**src/hdl/uem_pkg.sv**
```systemverilog
// Package: register map, field positions, reset values and timing of the serial port
// Assumes: used by uem_top and uem_shift_unit; all references are written uem_pkg::name
package uem_pkg;
   // ------------------------------------------------------------
   // Register byte offsets
   // ------------------------------------------------------------
   localparam logic [5:0] ADDR_CONTROL = 6'h00;
   localparam logic [5:0] ADDR_DATA = 6'h04;
   localparam logic [5:0] ADDR_BAUD = 6'h08;
   localparam logic [5:0] ADDR_IRQ_STATUS = 6'h0c;
   localparam logic [5:0] ADDR_IRQ_MASK = 6'h10;
   // ------------------------------------------------------------
   // Control register fields
   // ------------------------------------------------------------
   localparam int CTL_FRAME_LEN = 7;
   localparam int CTL_MULTIPROC = 5;
   localparam int CTL_RX_ENABLE = 4;
   localparam int CTL_STOP_BIT = 2;
   localparam int CTL_TX_DONE = 1;
   localparam int CTL_RX_DONE = 0;
   localparam logic [7:0] CONTROL_RESET = 8'h00;
   // ------------------------------------------------------------
   // Interrupt status and mask fields
   // ------------------------------------------------------------
   localparam int IRQ_TX_DONE = 0;
   localparam int IRQ_RX_DONE = 1;
   localparam int IRQ_OVERRUN = 2;
   localparam logic [2:0] IRQ_MASK_RESET = 3'h0;
   // ------------------------------------------------------------
   // Frame and timing
   // ------------------------------------------------------------
   localparam int FRAME_BITS = 10;
   localparam int DATA_BITS = 8;
   localparam int OVERSAMPLE = 16;
   localparam int CLK_HZ = 125000000;
   localparam int BAUD_DEFAULT = 115200;
   localparam logic [15:0] BAUD_DIV_RESET = 16'(CLK_HZ / (BAUD_DEFAULT * OVERSAMPLE));
endpackage

```
**src/hdl/uem_shift_unit.sv**
```systemverilog
// Shift unit: transmit and receive serialisers driven by an oversampling tick
// Assumes: one clock, tick is a one-cycle enable at 16x the bit rate, rx pin synchronous
`timescale 1ns/1ns
module uem_shift_unit (
   input wire logic core_clk,
   input wire logic resetn,
   input wire logic tick,
   input wire logic tx_start,
   input wire logic [7:0] tx_byte,
   input wire logic rx_enable,
   input wire logic serial_receive_pin,
   output logic serial_transmit_pin,
   output logic tx_busy,
   output logic tx_data_sent,
   output logic rx_frame_done,
   output logic [7:0] rx_byte,
   output logic rx_stop
);
   typedef enum logic [1:0] {
      UEM_IDLE = 2'b00,
      UEM_START = 2'b01,
      UEM_DATA = 2'b10,
      UEM_STOP = 2'b11
   } uem_phase_e;

   uem_phase_e tx_state_reg;
   uem_phase_e rx_state_reg;
   logic [3:0] tx_sub_reg;
   logic [3:0] tx_bit_reg;
   logic [7:0] tx_shift_reg;
   logic [3:0] rx_sub_reg;
   logic [3:0] rx_bit_reg;
   logic [7:0] rx_shift_reg;
   logic rx_prev_reg;

   // ------------------------------------------------------------
   // Transmitter
   // ------------------------------------------------------------
   always_ff @(posedge core_clk or negedge resetn) begin
      if (!resetn) begin
         tx_state_reg <= UEM_IDLE;
         tx_sub_reg <= 4'h0;
         tx_bit_reg <= 4'h0;
         tx_shift_reg <= 8'h00;
         serial_transmit_pin <= 1'b1;
         tx_data_sent <= 1'b0;
      end else begin
         tx_data_sent <= 1'b0;
         unique case (tx_state_reg)
            UEM_IDLE: begin
               serial_transmit_pin <= 1'b1;
               if (tx_start) begin
                  tx_shift_reg <= tx_byte;
                  tx_sub_reg <= 4'h0;
                  tx_state_reg <= UEM_START;
                  serial_transmit_pin <= 1'b0; // RULE1
               end
            end
            UEM_START: begin
               if (tick) begin
                  tx_sub_reg <= tx_sub_reg + 4'h1;
                  if (tx_sub_reg == 4'hf) begin
                     tx_state_reg <= UEM_DATA;
                     tx_bit_reg <= 4'h0;
                     serial_transmit_pin <= tx_shift_reg[0]; // RULE1
                  end
               end
            end
            UEM_DATA: begin
               if (tick) begin
                  tx_sub_reg <= tx_sub_reg + 4'h1;
                  if (tx_sub_reg == 4'hf) begin
                     if (tx_bit_reg == 4'(uem_pkg::DATA_BITS - 1)) begin
                        tx_state_reg <= UEM_STOP;
                        serial_transmit_pin <= 1'b1;
                        tx_data_sent <= 1'b1; // RULE5
                     end else begin
                        tx_bit_reg <= tx_bit_reg + 4'h1;
                        tx_shift_reg <= {1'b0, tx_shift_reg[7:1]};
                        serial_transmit_pin <= tx_shift_reg[1]; // RULE3
                     end
                  end
               end
            end
            UEM_STOP: begin
               if (tick) begin
                  tx_sub_reg <= tx_sub_reg + 4'h1;
                  if (tx_sub_reg == 4'hf) begin
                     tx_state_reg <= UEM_IDLE;
                  end
               end
            end
         endcase
      end
   end

   always_ff @(posedge core_clk or negedge resetn) begin
      if (!resetn) begin
         tx_busy <= 1'b0;
      end else begin
         tx_busy <= (tx_state_reg != UEM_IDLE) || tx_start;
      end
   end

   // ------------------------------------------------------------
   // Receiver: start edge, mid-bit sampling
   // ------------------------------------------------------------
   always_ff @(posedge core_clk or negedge resetn) begin
      if (!resetn) begin
         rx_state_reg <= UEM_IDLE;
         rx_sub_reg <= 4'h0;
         rx_bit_reg <= 4'h0;
         rx_shift_reg <= 8'h00;
         rx_prev_reg <= 1'b1;
         rx_frame_done <= 1'b0;
         rx_byte <= 8'h00;
         rx_stop <= 1'b0;
      end else begin
         rx_frame_done <= 1'b0;
         rx_prev_reg <= serial_receive_pin;
         unique case (rx_state_reg)
            UEM_IDLE: begin
               if (rx_enable && rx_prev_reg && !serial_receive_pin) begin // RULE6
                  rx_state_reg <= UEM_START;
                  rx_sub_reg <= 4'h0;
               end
            end
            UEM_START: begin
               if (tick) begin
                  rx_sub_reg <= rx_sub_reg + 4'h1;
                  if (rx_sub_reg == 4'h7) begin
                     if (serial_receive_pin) begin
                        rx_state_reg <= UEM_IDLE;
                     end else begin
                        rx_state_reg <= UEM_DATA;
                        rx_sub_reg <= 4'h0;
                        rx_bit_reg <= 4'h0;
                     end
                  end
               end
            end
            UEM_DATA: begin
               if (tick) begin
                  rx_sub_reg <= rx_sub_reg + 4'h1;
                  if (rx_sub_reg == 4'hf) begin
                     rx_shift_reg <= {serial_receive_pin, rx_shift_reg[7:1]}; // RULE1
                     if (rx_bit_reg == 4'(uem_pkg::DATA_BITS - 1)) begin
                        rx_state_reg <= UEM_STOP;
                     end else begin
                        rx_bit_reg <= rx_bit_reg + 4'h1;
                     end
                  end
               end
            end
            UEM_STOP: begin
               if (tick) begin
                  rx_sub_reg <= rx_sub_reg + 4'h1;
                  if (rx_sub_reg == 4'hf) begin
                     rx_state_reg <= UEM_IDLE;
                     rx_byte <= rx_shift_reg; // RULE3
                     rx_stop <= serial_receive_pin; // RULE3
                     rx_frame_done <= 1'b1;
                  end
               end
            end
         endcase
      end
   end
endmodule // uem_shift_unit

```
**src/hdl/uem_top.sv**
```systemverilog
// Top: 8-bit frame serial port with a classic Wishbone register slave and one interrupt output
// Assumes: single 125 MHz clock, asynchronous active-low reset, receive pin synchronous to the clock
//
// Notes on behaviour
// RULE1 - A character is start bit, eight data bits LSB first, stop bit: ten bits.
// RULE2 - A control bit selects 8-bit or 9-bit frames; here the bit is only stored and read back, and frames are always 8-bit.
// RULE3 - Send on the transmit pin, receive on the receive pin; data and stop stored.
// RULE4 - Writing the data buffer starts transmission of that byte; here a write while the transmitter is busy is ignored.
// RULE5 - Transmit-done sets when data bits are sent, at the start of stop bit.
// RULE6 - A new character is received only while receiver enable is one.
// RULE7 - Accept only if receive-done is zero and, with multiprocessor check, stop is one.
// RULE8 - On acceptance store data, store stop bit and set receive-done.
// RULE9 - On refusal leave data and stop bit unchanged and do not set receive-done.
// RULE10 - On overrun the first received byte stays latched; later data are dropped.
// RULE11 - With interrupts enabled, setting either done flag requests an interrupt.
// RULE12 - The done flags stay set until software clears them.
//
// Our own choices: the placing of the registers and the Wishbone interface to the registers.
`timescale 1ns/1ns
module uem_top #(
   parameter logic [15:0] BAUD_DIV_DEFAULT = uem_pkg::BAUD_DIV_RESET
) (
   input wire logic core_clk,
   input wire logic resetn,
   input wire logic wb_cyc_i,
   input wire logic wb_stb_i,
   input wire logic wb_we_i,
   input wire logic [31:0] wb_adr_i,
   input wire logic [31:0] wb_dat_i,
   input wire logic [3:0] wb_sel_i,
   output logic [31:0] wb_dat_o,
   output logic wb_ack_o,
   input wire logic serial_receive_pin,
   output logic serial_transmit_pin,
   output logic irq
);
   logic frame_length_select;
   logic multiproc_check_enable;
   logic receiver_enable_bit;
   logic received_stop_bit;
   logic transmit_done_flag;
   logic receive_done_flag;
   logic [7:0] serial_data_buffer;
   logic [15:0] baud_div_reg;
   logic [15:0] baud_cnt_reg;
   logic tick_reg;
   logic tx_start_reg;
   logic [7:0] tx_byte_reg;
   logic [2:0] irq_status_reg;
   logic [2:0] irq_mask_reg;
   logic tx_busy;
   logic tx_data_sent;
   logic rx_frame_done;
   logic [7:0] rx_byte;
   logic rx_stop;
   logic bus_req;
   logic wr_req;
   logic rd_req;
   logic accept;
   logic overrun;
   logic sw_clear_tx;
   logic sw_clear_rx;

   // Word offset within the map; the low two byte-address bits are ignored
   function automatic logic hit(input logic [31:0] adr, input logic [5:0] offs);
      hit = (adr[5:2] == offs[5:2]) && (adr[31:6] == 26'h0);
   endfunction

   // ------------------------------------------------------------
   // Bus decode
   // ------------------------------------------------------------
   assign bus_req = wb_cyc_i && wb_stb_i && !wb_ack_o;
   assign wr_req = bus_req && wb_we_i && wb_sel_i[0];
   assign rd_req = bus_req && !wb_we_i;

   assign accept = rx_frame_done && !receive_done_flag
      && (!multiproc_check_enable || rx_stop); // RULE7
   assign overrun = rx_frame_done && receive_done_flag;

   assign sw_clear_tx = wr_req && hit(wb_adr_i, uem_pkg::ADDR_CONTROL) && !wb_dat_i[uem_pkg::CTL_TX_DONE];
   assign sw_clear_rx = wr_req && hit(wb_adr_i, uem_pkg::ADDR_CONTROL) && !wb_dat_i[uem_pkg::CTL_RX_DONE];

   always_ff @(posedge core_clk or negedge resetn) begin
      if (!resetn) begin
         wb_ack_o <= 1'b0;
      end else begin
         wb_ack_o <= bus_req;
      end
   end

   // ------------------------------------------------------------
   // Control register
   // ------------------------------------------------------------
   always_ff @(posedge core_clk or negedge resetn) begin
      if (!resetn) begin
         frame_length_select <= uem_pkg::CONTROL_RESET[uem_pkg::CTL_FRAME_LEN];
         multiproc_check_enable <= uem_pkg::CONTROL_RESET[uem_pkg::CTL_MULTIPROC];
         receiver_enable_bit <= uem_pkg::CONTROL_RESET[uem_pkg::CTL_RX_ENABLE];
      end else if (wr_req && hit(wb_adr_i, uem_pkg::ADDR_CONTROL)) begin
         frame_length_select <= wb_dat_i[uem_pkg::CTL_FRAME_LEN]; // RULE2
         multiproc_check_enable <= wb_dat_i[uem_pkg::CTL_MULTIPROC];
         receiver_enable_bit <= wb_dat_i[uem_pkg::CTL_RX_ENABLE];
      end
   end

   // Set by hardware wins over the software clear in the same cycle
   always_ff @(posedge core_clk or negedge resetn) begin
      if (!resetn) begin
         transmit_done_flag <= 1'b0;
      end else if (tx_data_sent) begin
         transmit_done_flag <= 1'b1; // RULE5
      end else if (sw_clear_tx) begin
         transmit_done_flag <= 1'b0; // RULE12
      end
   end

   always_ff @(posedge core_clk or negedge resetn) begin
      if (!resetn) begin
         receive_done_flag <= 1'b0;
      end else if (accept) begin
         receive_done_flag <= 1'b1; // RULE8
      end else if (sw_clear_rx) begin
         receive_done_flag <= 1'b0; // RULE12
      end
   end

   // ------------------------------------------------------------
   // Receive data and stop bit, loaded only on acceptance
   // ------------------------------------------------------------
   always_ff @(posedge core_clk or negedge resetn) begin
      if (!resetn) begin
         serial_data_buffer <= 8'h00;
         received_stop_bit <= 1'b0;
      end else if (accept) begin
         serial_data_buffer <= rx_byte; // RULE8
         received_stop_bit <= rx_stop; // RULE8
      end
      // Refused or overrun frames leave buffer and stop bit alone  RULE9 RULE10
   end

   // ------------------------------------------------------------
   // Transmit start
   // ------------------------------------------------------------
   always_ff @(posedge core_clk or negedge resetn) begin
      if (!resetn) begin
         tx_start_reg <= 1'b0;
         tx_byte_reg <= 8'h00;
      end else begin
         tx_start_reg <= 1'b0;
         if (wr_req && hit(wb_adr_i, uem_pkg::ADDR_DATA) && !tx_busy && !tx_start_reg) begin
            tx_start_reg <= 1'b1; // RULE4
            tx_byte_reg <= wb_dat_i[7:0];
         end
      end
   end

   // ------------------------------------------------------------
   // Baud divider: one-cycle tick at 16x bit rate
   // ------------------------------------------------------------
   always_ff @(posedge core_clk or negedge resetn) begin
      if (!resetn) begin
         baud_div_reg <= BAUD_DIV_DEFAULT;
      end else if (wr_req && hit(wb_adr_i, uem_pkg::ADDR_BAUD)) begin
         baud_div_reg <= (wb_dat_i[15:0] == 16'h0) ? 16'h1 : wb_dat_i[15:0];
      end
   end

   always_ff @(posedge core_clk or negedge resetn) begin
      if (!resetn) begin
         baud_cnt_reg <= 16'h0;
         tick_reg <= 1'b0;
      end else if (baud_cnt_reg >= baud_div_reg - 16'h1) begin
         baud_cnt_reg <= 16'h0;
         tick_reg <= 1'b1;
      end else begin
         baud_cnt_reg <= baud_cnt_reg + 16'h1;
         tick_reg <= 1'b0;
      end
   end

   // ------------------------------------------------------------
   // Interrupts: sticky status, cleared by a read, set wins
   // ------------------------------------------------------------
   always_ff @(posedge core_clk or negedge resetn) begin
      if (!resetn) begin
         irq_status_reg <= 3'h0;
      end else begin
         irq_status_reg <= (rd_req && hit(wb_adr_i, uem_pkg::ADDR_IRQ_STATUS)) ? 3'h0 : irq_status_reg;
         if (tx_data_sent) begin
            irq_status_reg[uem_pkg::IRQ_TX_DONE] <= 1'b1; // RULE11
         end
         if (accept) begin
            irq_status_reg[uem_pkg::IRQ_RX_DONE] <= 1'b1; // RULE11
         end
         if (overrun) begin
            irq_status_reg[uem_pkg::IRQ_OVERRUN] <= 1'b1;
         end
      end
   end

   always_ff @(posedge core_clk or negedge resetn) begin
      if (!resetn) begin
         irq_mask_reg <= uem_pkg::IRQ_MASK_RESET;
      end else if (wr_req && hit(wb_adr_i, uem_pkg::ADDR_IRQ_MASK)) begin
         irq_mask_reg <= wb_dat_i[2:0];
      end
   end

   always_ff @(posedge core_clk or negedge resetn) begin
      if (!resetn) begin
         irq <= 1'b0;
      end else begin
         irq <= |(irq_status_reg & irq_mask_reg); // RULE11
      end
   end

   // ------------------------------------------------------------
   // Read data
   // ------------------------------------------------------------
   always_ff @(posedge core_clk or negedge resetn) begin
      if (!resetn) begin
         wb_dat_o <= 32'h0;
      end else if (rd_req) begin
         wb_dat_o <= 32'h0;
         if (hit(wb_adr_i, uem_pkg::ADDR_CONTROL)) begin
            wb_dat_o[uem_pkg::CTL_FRAME_LEN] <= frame_length_select;
            wb_dat_o[uem_pkg::CTL_MULTIPROC] <= multiproc_check_enable;
            wb_dat_o[uem_pkg::CTL_RX_ENABLE] <= receiver_enable_bit;
            wb_dat_o[uem_pkg::CTL_STOP_BIT] <= received_stop_bit;
            wb_dat_o[uem_pkg::CTL_TX_DONE] <= transmit_done_flag;
            wb_dat_o[uem_pkg::CTL_RX_DONE] <= receive_done_flag;
         end else if (hit(wb_adr_i, uem_pkg::ADDR_DATA)) begin
            wb_dat_o[7:0] <= serial_data_buffer;
         end else if (hit(wb_adr_i, uem_pkg::ADDR_BAUD)) begin
            wb_dat_o[15:0] <= baud_div_reg;
         end else if (hit(wb_adr_i, uem_pkg::ADDR_IRQ_STATUS)) begin
            wb_dat_o[2:0] <= irq_status_reg;
         end else if (hit(wb_adr_i, uem_pkg::ADDR_IRQ_MASK)) begin
            wb_dat_o[2:0] <= irq_mask_reg;
         end
      end
   end

   // ------------------------------------------------------------
   // Shift unit
   // ------------------------------------------------------------
   uem_shift_unit u_shift (
      .core_clk(core_clk),
      .resetn(resetn),
      .tick(tick_reg),
      .tx_start(tx_start_reg),
      .tx_byte(tx_byte_reg),
      .rx_enable(receiver_enable_bit),
      .serial_receive_pin(serial_receive_pin),
      .serial_transmit_pin(serial_transmit_pin),
      .tx_busy(tx_busy),
      .tx_data_sent(tx_data_sent),
      .rx_frame_done(rx_frame_done),
      .rx_byte(rx_byte),
      .rx_stop(rx_stop)
   );
endmodule // uem_top

```
**config.mk**
```make
export PLATFORM = sky130hd
export DESIGN_NAME = uem_top
export DESIGN_NICKNAME = d
export VERILOG_FILES = /design/src/hdl/uem_pkg.sv /design/src/hdl/uem_shift_unit.sv /design/src/hdl/uem_top.sv
export SDC_FILE = /design/constraint.sdc
export NUM_CORES = 1
export LEC_CHECK = 0
export ABC_AREA = 1
export BUFFER_PORTS_ARGS = -buffer_cell sky130_fd_sc_hd__buf_4
export CAP_MARGIN = 15
export CORE_MARGIN = 4
export CORE_UTILIZATION = 40
export DETAILED_ROUTE_END_ITERATION = 10
export MAX_ROUTING_LAYER = met4
export SYNTH_ARGS = -nofsm -noshare
export SYNTH_HDL_FRONTEND = slang
export SYNTH_SLANG_ARGS = --single-unit
```
**constraint.sdc**
```tcl
create_clock -name core_clk -period 3.76 [get_ports core_clk]
set_input_delay 0.376 -clock core_clk [delete_from_list [all_inputs] [get_ports core_clk]]
set_output_delay 0.376 -clock core_clk [all_outputs]
set_load 0.005 [all_outputs]
```
==> impl_metrics.env <==
export IMPL_drc=0
export IMPL_fin_skew_ns=0.006054
export IMPL_io_pins=109
export IMPL_power_density_nw_per_um2=396.3
export IMPL_synth_top_cells_by_area="dfrtp_1 47%, nand2_1 10%, ha_1 5.2%"
export IMPL_hold_class="in2async"
export IMPL_dieArea_um2=18860
export IMPL_crit_arrival_ns=3.39
export IMPL_slew_headroom_pct=44.91
export IMPL_cts_tree="yes"
export IMPL_yosysTopAreaCell="dfrtp_1"
export IMPL_cts_hold_buffers=0
export IMPL_areaGrowthSynthToFinish_pct=19.50
export IMPL_clk_insertion_delay_late_ns=0.42
export IMPL_nets=980
export IMPL_cts_buffer_depth=2
export IMPL_layout_commonest_cell="nand2_1"
export IMPL_rsz0062_at_grt="no"
export IMPL_die_w_um=137.3
export IMPL_ant_nets=0
export IMPL_grt_max_degree=71
export IMPL_worstSetupEndpointType="register"
export IMPL_yosysWarningCount=0
export IMPL_place_gp_congestion=0.8451
export IMPL_dp_cells=1079
export IMPL_clk_pin_slew_ns=0.06
export IMPL_synth_avg_cell_area_um2=8.385
export IMPL_drt_wirelength_per_cell_um=13.22
export IMPL_max_freq_ghz=0.3272
export IMPL_ys_ff_latch=130
export IMPL_post_route_min_period_ns=3.056
export IMPL_ys_seq_area_share_pct=48.71
export IMPL_htree_levels=4
export IMPL_drive_above_1_share_pct=16.31
export IMPL_rows=47
export IMPL_first_global_vias=4971
export IMPL_syn_inst=798
export IMPL_vias_per_cell=4.748
export IMPL_hpwl_um=10810
export IMPL_cp_slowest_stage_delay_ns=0.39
export IMPL_path_class="reg2reg"
export IMPL_cp_required_ns=4.09
export IMPL_synth_top_area_share_pct=46.75
export IMPL_diodes=0
export IMPL_wirelength_um=14660
export IMPL_crit_fanout=9
export IMPL_drt_iter0_markers=286
export IMPL_setup_tns_ns=0
export IMPL_cts_setup_buffers=0
export IMPL_portBuffers=71
export IMPL_netlist_area_um2=6691
export IMPL_leakage_uw=0.003993
export IMPL_cts_buffers_inserted=17
export IMPL_worst_slew_pin_slew_ns=0.8188
export IMPL_cts_root_buffer="clkbuf_16"
export IMPL_vias=5266
export IMPL_n_fill_cell=1594
export IMPL_cp_start_kind="register"
export IMPL_report_final_slew_viol_count=0
export IMPL_core_um2=16470
export IMPL_hold_viol=0
export IMPL_cts_resized=0
export IMPL_fin_crit_sh_pct=81.27
export IMPL_status="finished clean"
export IMPL_final_cells=1109
export IMPL_yosysUniqueCellTypes=44
export IMPL_clkSinkCount=130
export IMPL_final_seq_area_um2=3259
export IMPL_fin_util_pct=48.56
export IMPL_grt_util_all_layers_pct=17.08
export IMPL_grt_overflow=0
export IMPL_peakVddDrop_mv=0.2864
export IMPL_critPathMostFrequentCell="inv_1"
export IMPL_grt_pass1_wl_um=24460
export IMPL_antenna_found_initial=0
export IMPL_firstDrtPassIters=5
export IMPL_crit_chain="inv_1 -> ha_1 -> nand3_1 -> nor2_1 -> nand4_1 -> nor2_1 -> xor2_1 -> inv_1 -> ha_1 -> nand2_1 -> inv_1 -> nand3_1 -> inv_1 -> a21oi_1 -> nand3_1 -> buf_4 -> nor3_1"
export IMPL_start_util_pct=40.64
export IMPL_final_cell_mix="182 x nand2_1, 125 x dfrtp_1, 89 x inv_1, 83 x nor2_1, 76 x buf_4"
export IMPL_crit_slowest_cell="dfstp_2"
export IMPL_multi_input_area_um2=2920
export IMPL_dieHeight_um=137.3
export IMPL_setup_viol=0
export IMPL_cap_violations=0
-- final timing paths --
check	start	to	slack, ns	depth (start not counted)
hold reg to reg	wb_ack_o$_DFF_PN0_	wb_ack_o$_DFF_PN0_	0.45	1
max in group asynchronous	resetn	baud_div_reg[1]$_DFFE_PN1P_	2.85	2
min in group core_clk	serial_receive_pin	u_shift.rx_prev_reg$_DFF_PN1_	0.08	1
setup / recovery	baud_div_reg[0]$_DFFE_PN1P_	baud_cnt_reg[5]$_DFF_PN0_	0.70	17
setup reg to reg	baud_div_reg[0]$_DFFE_PN1P_	baud_cnt_reg[5]$_DFF_PN0_	0.70	17
hold / removal	resetn	u_shift.rx_byte[4]$_DFFE_PN0P_	0.03	1
-- power by group --
part	switching (uW)	internal (uW)	total, uW
logic	60.3	42.7	103
registers	0.432	1400	1400
clock network	628	1040	1660
-- cells by family (layout without fill, tap and decap cells) --
family          Yosys count  after routing  synth area share, %
simple gates            356            356                23.17
flops                   130            130                48.71
compound gates          129            129                10.64
buf+inv                 126            202                8.489
fa+ha+maj                28             28                5.236
xor+xnor                 27             27                3.534
other cells               1             16              0.05604
mux                       1              1               0.1683
-- stage by stage --
step           area (um2)  total power, uW  hold WS, ns  setup WS [ns]
2_1_floorplan        6748             1458      0.08041          1.118
3_3_place_gp         7407             1532       0.4458         0.6739
3_5_place_dp         7407             1532       0.4540         0.6377
4_1_cts              7996             3207      0.05461         0.6461
5_1_grt              7996             3278      0.06284         0.2584
6_report             7996             3169      0.03378         0.7042
-- worst max-delay path: cells and delay by family, from the launching register on --
kind / cells / cell delay, ns
AO/OA/AOI/OAI: 1 / 0.13
XOR/XNOR: 1 / 0.15
adder cells (fa/ha/maj): 2 / 0.48
buffers and inverters: 5 / 0.57
flip-flops: 1 / 0.39
AND/OR/NAND/NOR: 8 / 1.28
-- cell usage after synthesis (all sizes together) --
| cell type | instances |
|---|---|
| or2 | 3 |
| o21ai | 76 |
| a32o | 1 |
| xnor2 | 4 |
| nor2 | 87 |
| buf | 26 |
| dfstp | 5 |
| o31ai | 1 |
| inv | 94 |
| o21a | 2 |
| clkinv | 1 |
| and2 | 1 |
| nand4 | 7 |
| nand2 | 189 |
| xor2 | 23 |
| nand3 | 40 |
| nor4 | 10 |
| a31oi | 9 |
| o22ai | 2 |
| a21oi | 34 |
| conb | 1 |
| mux2 | 1 |
| ha | 28 |
| dfrtp | 125 |
| clkbuf | 5 |
| nor3 | 19 |
| o211ai | 4 |
-- metal layers --
metal | share of wire [%] | global-route usage, %
met1 | 46 | 22.41
met2 | 47 | 26.32
met3 | 4.8 | 4.164
met4 | 1.3 | 5.266
met5 | 0 | -
-- area by class of cell --
type,count,share of cell area [%]
well taps,220,3.442
clock inverters,12,2.003
inverters,95,4.522
multi-input cells,557,36.52
clock buffers,18,5.367
repair buffers,77,7.385
flip-flops and latches,130,40.76
Power figures use the tool's default switching activity.
